## config.mk

```make
export PLATFORM = sky130hd
export DESIGN_NAME = psdm_top
export DESIGN_NICKNAME = d
export VERILOG_FILES = /design/src/psdm_pkg.sv /design/src/psdm_scan_if.sv /design/src/psdm_scan.sv /design/src/psdm_top.sv
export SDC_FILE = /design/constraint.sdc
export NUM_CORES = 1
export LEC_CHECK = 0
export ABC_CLOCK_PERIOD_IN_PS = 9400
export BUFFER_PORTS_ARGS = -buffer_cell sky130_fd_sc_hd__buf_4
export CORE_ASPECT_RATIO = 0.75
export CORE_MARGIN = 2
export CORE_UTILIZATION = 30
export CTS_CLUSTER_DIAMETER = 80
export CTS_CLUSTER_SIZE = 30
export DETAILED_ROUTE_END_ITERATION = 8
export GPL_TIMING_DRIVEN = 0
export SLEW_MARGIN = 30
export SYNTH_ARGS = -nofsm -noshare
export SYNTH_HDL_FRONTEND = slang
export SYNTH_SLANG_ARGS = --single-unit
```

## constraint.sdc

```tcl
create_clock -name clk -period 9.4 [get_ports clk]
set_clock_uncertainty 0.2 [all_clocks]
set_input_delay 0.47 -clock clk [delete_from_list [all_inputs] [get_ports clk]]
set_output_delay 0.47 -clock clk [all_outputs]
set_load 0.05 [all_outputs]
```

## src/psdm_pkg.sv

```systemverilog
// How it works
// - With the page select low, byte writes and reads land in page 0, the pixels of commons 0 to 3.
// - With the page select high, the same byte addresses land in page 1, the pixels of commons 4 to 7.
// - A stored 1 lights the pixel at its segment and common crossing, a stored 0 leaves it dark.
// - The common and segment drive is produced from memory with no further software action.
// - Eight common outputs are driven, four per memory page.
package psdm_pkg;
  localparam int BYTE_W = 8;
  localparam int NUM_BYTES = 22;
  localparam int ADDR_W = 5;
  localparam int NUM_PAGES = 2;
  localparam int COMS_PER_PAGE = 4;
  localparam int NUM_COMS = 8;
  localparam int COM_W = 3;
  localparam int NUM_SEGS = 40;
  localparam int SEG_STRIDE = 40;
  localparam int PAGE_BITS = NUM_BYTES * BYTE_W;
  localparam int BIT_IDX_W = 8;
  localparam logic [ADDR_W-1:0] LAST_ADDR = 5'h15;
  localparam logic [BYTE_W-1:0] BYTE_RST = 8'h00;
  localparam logic [COM_W-1:0] LAST_COM = 3'h7;
  // Time each common stays selected, in microseconds
  localparam int COM_TIME_US = 500;
  localparam int CLK_MHZ = 10;
  localparam int COM_CYCLES = COM_TIME_US * CLK_MHZ;
  localparam int CNT_W = 16;
endpackage

```

## src/psdm_scan_if.sv

```systemverilog
`timescale 1ns/10ps
interface psdm_scan_if;
  import psdm_pkg::*;
  logic [COM_W-1:0] com_idx;
  logic pol;
  modport src (
    output com_idx,
    output pol
  );
  modport dst (
    input com_idx,
    input pol
  );
endinterface

```

## src/psdm_scan.sv

```systemverilog
`timescale 1ns/10ps
module psdm_scan #(
  parameter int COM_CYCLES = psdm_pkg::COM_CYCLES
) (
  // Clock and reset
  input wire logic clk,
  input wire logic rst_n,
  // Scan state out
  psdm_scan_if.src scan
);
  import psdm_pkg::*;

  localparam logic [CNT_W-1:0] CNT_LAST = CNT_W'(COM_CYCLES - 1);

  logic [CNT_W-1:0] cnt_r;
  logic [COM_W-1:0] com_r;
  logic pol_r;
  logic step;

  assign step = (cnt_r == CNT_LAST);

  always_ff @(posedge clk or negedge rst_n) begin
    if (!rst_n) begin
      cnt_r <= '0;
    end else if (step) begin
      cnt_r <= '0;
    end else begin
      cnt_r <= cnt_r + 1'b1;
    end
  end

  // Walk through all eight commons, free running
  always_ff @(posedge clk or negedge rst_n) begin
    if (!rst_n) begin
      com_r <= '0;
    end else if (step) begin
      com_r <= com_r + 1'b1;
    end
  end

  // Flip drive polarity every frame so the glass sees no DC
  always_ff @(posedge clk or negedge rst_n) begin
    if (!rst_n) begin
      pol_r <= 1'b0;
    end else if (step && com_r == LAST_COM) begin
      pol_r <= ~pol_r;
    end
  end

  assign scan.com_idx = com_r;
  assign scan.pol = pol_r;
endmodule

```

## src/psdm_top.sv

```systemverilog
`timescale 1ns/10ps
module psdm_top #(
  parameter int COM_CYCLES = psdm_pkg::COM_CYCLES
) (
  // Clock and reset
  input wire logic clk,
  input wire logic rst_n,
  // Software write and read port
  input wire logic display_page_select,
  input wire logic wr_en,
  input wire logic rd_en,
  input wire logic [psdm_pkg::ADDR_W-1:0] addr,
  input wire logic [psdm_pkg::BYTE_W-1:0] wr_data,
  output logic [psdm_pkg::BYTE_W-1:0] rd_data,
  // Panel drive
  input wire logic drive_en,
  output logic [psdm_pkg::NUM_COMS-1:0] com_sel,
  output logic com_lvl,
  output logic [psdm_pkg::NUM_SEGS-1:0] seg_lvl
);
  import psdm_pkg::*;

  logic [BYTE_W-1:0] mem_r [NUM_PAGES][NUM_BYTES];
  logic [BYTE_W-1:0] rd_data_r;
  logic [NUM_COMS-1:0] com_sel_r;
  logic com_lvl_r;
  logic [NUM_SEGS-1:0] seg_r;
  logic [NUM_SEGS-1:0] seg_nxt;
  logic [PAGE_BITS-1:0] scan_page;
  logic addr_ok;
  logic page_idx;
  logic [1:0] com_in_page;

  psdm_scan_if scan_bus ();

  psdm_scan #(
    .COM_CYCLES(COM_CYCLES)
  ) u_scan (
    .clk(clk),
    .rst_n(rst_n),
    .scan(scan_bus)
  );

  // Addresses past the last data byte are ignored on write, read as zero
  assign addr_ok = (addr <= LAST_ADDR);

  // Page select steers the byte address to one page
  always_ff @(posedge clk or negedge rst_n) begin
    if (!rst_n) begin
      for (int p = 0; p < NUM_PAGES; p++) begin
        for (int b = 0; b < NUM_BYTES; b++) begin
          mem_r[p][b] <= BYTE_RST;
        end
      end
    end else if (wr_en && addr_ok) begin
      mem_r[display_page_select][addr] <= wr_data;
    end
  end

  always_ff @(posedge clk or negedge rst_n) begin
    if (!rst_n) begin
      rd_data_r <= BYTE_RST;
    end else if (rd_en) begin
      rd_data_r <= addr_ok ? mem_r[display_page_select][addr] : BYTE_RST;
    end
  end

  // Upper common bit picks the page, lower two the common inside it
  assign page_idx = scan_bus.com_idx[COM_W-1];
  assign com_in_page = scan_bus.com_idx[1:0];

  always_comb begin
    for (int b = 0; b < NUM_BYTES; b++) begin
      scan_page[b*BYTE_W +: BYTE_W] = mem_r[page_idx][b];
    end
  end

  // Lit pixel drives its segment against the common, dark one with it
  always_comb begin
    logic [BIT_IDX_W-1:0] base;
    base = BIT_IDX_W'(SEG_STRIDE) * BIT_IDX_W'(com_in_page);
    for (int s = 0; s < NUM_SEGS; s++) begin
      seg_nxt[s] = scan_page[base + BIT_IDX_W'(s)] ^ ~scan_bus.pol;
    end
  end

  // Drive follows memory every scan step without software help
  always_ff @(posedge clk or negedge rst_n) begin
    if (!rst_n) begin
      com_sel_r <= '0;
      com_lvl_r <= 1'b0;
      seg_r <= '0;
    end else if (drive_en) begin
      com_sel_r <= NUM_COMS'(1) << scan_bus.com_idx;
      com_lvl_r <= ~scan_bus.pol;
      seg_r <= seg_nxt;
    end else begin
      com_sel_r <= '0;
      com_lvl_r <= 1'b0;
      seg_r <= '0;
    end
  end

  assign rd_data = rd_data_r;
  assign com_sel = com_sel_r;
  assign com_lvl = com_lvl_r;
  assign seg_lvl = seg_r;
endmodule

```

==> results.yml <==
run_status:
  status: "complete, no violations"
synthesis:
  synthesized_nets: 2237
  synth_warnings: 0
  part_of_the_yosys_area_used_for_sequential_elements: 0.387
  number_of_enable_flip_flop_cells_after_synthesis: 0
  synth_ff_type: "dfrtp_1"
  synth_area_leaders: "dfrtp_1, mux4_2, mux2_2"
  async_flop_share: 1.00
  yosys.area.top_type_share: 0.387
  post-synth-top-count-cell: "dfrtp_1"
  synth.cell_area_um2: 27800
  yosysUniqueCellTypes: 73
  post_synth_inst_count: 2211
  synth.ff_latch_count: 429
  synth_top_cells_by_count: "dfrtp_1, mux2_2, mux2i_1"
  syn_area_per_cell_um2: 12.6
  synth_top_area_cell: "dfrtp_1"
clocking:
  path_clk_slew_ns: 0.11
  source_to_sink_clock_delay_at_the_later_pin_of_the_worst_skew_pair_ns: 0.66
  cts_max_path_buffers: 3
  cts-resized-gates: 0
  root_buffer_cell: "clkbuf_16"
  cts.repair_timing.setup_buffer_count: 0
  tritoncts_sink_count: 429
  tritoncts: "built"
  cts_hold_buf: 9
  cts_max_level: 1
  cts_made_buffers: 26
finish:
  nNetsFinal: 2353
  layout.cell_area.non_filler_um2: 31200
  regArea_um2: 10700
  final_layout_size_suffix_gt1_frac: 0.372
  fillers: 9140
  syn2layout_area_growth_pct: 12.4
  multiInputGateArea_um2: 16000
  finalNonFillerCells: 3574
flow_run:
  max-cap-violations: 0
global_route:
  global_route.overflow_total: 0
  grt_max_degree: 80
  grt_util_all_layers: 0.298
  grt_antenna_before_repair: 13
  first_global_vias: 21500
  grt_pass1_wl_mm: 193
power_and_ir_drop:
  total_leakage_power_nw: 12.9
  powerDensity_nw_per_um2: 152
  total_power_mw: 4.74
  p_int_mw: 3.09
  combinationalPowerShare: 0.202
  vdd.ir_drop.worst_v: 0.000126
  sw_frac_of_total: 0.348
  power_frac_clock: 0.312
  share_of_total_power_in_sequential_cells: 0.485
  power_switching_mw: 1.65
floorplan:
  floorplan.initialDensity: 0.303
  floorplan.io_pins: 76
  design.die.area_um2: 95000
  fp.dieW_um: 355
  core_area_um2: 91500
  rows: 96
  die_y_um: 267
route:
  firstDrtPassIters: 6
  route.detailed.drc: 0
  route.vias.total: 22800
  first_iter_violations: 3529
  totalWireLength_mm: 143
  drt-vias-per-instance: 6.37
  antenna_violating_nets_post_route: 0
  drt-wirelength-per-cell_um: 40.1
setup_path:
  critical_path.max_fanout: 11
  worst_ep_arrival_time_ns: 6.85
  required_ns: 9.74
  crit_path_start_kind: "flip-flop"
  criticalPathCategory: "flip-flop to flip-flop"
  worst_r2r_path_depth: 14
  end_kind: "flip-flop"
place:
  portBuffers: 70
  placed_cell_area_um2: 30000
  place_congestion: 1.09
  detailed_place_hpwl_mm: 111
  dp.cells: 3514
sta:
  final_period_minus_worst_setup_slack_ns: 6.51
  slew_headroom: 0.182
  fin_hold_viols: 0
  min_period_over_period: 0.693
  worst-slew-pin-transition_ns: 1.22
  grt_setup_unrepaired: "false"
  setup_viol_count_final: 0
  fin_setup_tns_ns: 0
  maxSlewViolCount: 0
  clock.fmax_mhz: 154
hold_path:
  hold_class: "input pin to flip-flop"
  hold_depth: 2
-- final timing paths --
path	start	end	slack, ns
min in group asynchronous	rst_n	seg_lvl[18]	0.12
max reg2reg	u_scan.scan.com_idx[0]	seg_lvl[21]	2.89
min reg2reg	u_scan.cnt_r[0]	u_scan.cnt_r[0]	0.27
min	drive_en	com_sel[7]	0.07
max in group asynchronous	rst_n	mem_r[280]	7.21
max	u_scan.scan.com_idx[0]	seg_lvl[21]	2.89
-- kinds of logic (layout without fill, tap and decap cells) --
family,after synthesis,in the layout,synth area share
AOI/OAI and AO/OA,333,333,0.0819
xor gates and xnor gates,34,34,0.0107
adders and majority gates,7,7,0.00315
buffers and inverters,212,346,0.0389
DFF,429,429,0.387
muxes,844,844,0.416
other,0,4,0
and+or+nand+nor,352,352,0.0632
-- routing by layer --
layer,track usage,wire (um),vias up
li1,-,-,8786
met1,0.427,60900,12000
met2,0.382,54000,1754
met3,0.144,22200,263
met4,0.103,5980,8
met5,0,125,-
-- cell type report --
type / instances / area share
Multi-Input combinational cell: 1570 / 0.513
Sequential cell: 429 / 0.344
Tap cell: 1225 / 0.0491
Buffer: 195 / 0.0335
Timing Repair Buffer: 88 / 0.0255
Clock buffer: 27 / 0.0217
Clock inverter: 19 / 0.0113
Inverter: 17 / 0.00204
Antenna cell: 4 / 0.000321
-- state kept, by name (all words and copies together) (netlist names) --
name and cells:
u_scan.scan.com_idx 3, u_scan.cnt_r 16, com_lvl 1, rd_data 8, mem_r 352, seg_lvl 40, u_scan.scan.pol 1, com_sel 8
-- layout by cell type (no fill, tap or decap), drive strengths merged, types with 5 or more instances in the layout --
cell         count
a211o           10
a211oi           8
a21oi           42
a221o            5
a221oi           7
a22oi           13
a2bb2oi          5
a31oi           22
and2            40
and3             9
buf            174
clkbuf         127
clkinv           5
dfrtp          429
dlygate4sd3      9
ha               7
inv             29
mux2           392
mux2i          246
mux4           206
nand2          125
nand2b          10
nand3           16
nand3b           6
nand4           12
nor2            84
nor2b           19
nor3             8
nor4             6
o21ai           61
o221ai          33
o22ai           82
o32ai            9
or3b             6
xnor2           17
xor2            17
-- critical path, stage by stage, from the launching register on --
cell and delay [ns]:
dfrtp_1 0.43, buf_4 0.18, buf_2 0.37, buf_4 0.36, inv_1 0.16, buf_2 0.29
buf_1 0.35, ha_1 0.65, buf_1 0.58, inv_1 0.47, nor2_2 0.74, a21oi_1 0.44
a221oi_2 0.76, xor2_1 0.14, and2_1 0.19
-- stage by stage --
stage               utilization  setup slack [ns]  hold slack, ns
floorplan                     -              5.81         -0.0256
global placement          0.326              2.84           0.253
detailed placement        0.328              3.23           0.212
CTS                       0.340              3.20          0.0595
global route              0.341              2.94          0.0872
finish                    0.341              2.89          0.0665
-- power by group through the flow --
stage	Sequential, mW	Combinational (mW)	Clock, mW
final	2.30	0.958	1.48
after global routing	2.31	0.989	1.58
after CTS	2.28	0.925	1.50
after detailed placement	2.31	0.919	0
after global placement	2.31	0.905	0
after floorplan	2.26	0.527	0
(Power assumes the default switching activity.)
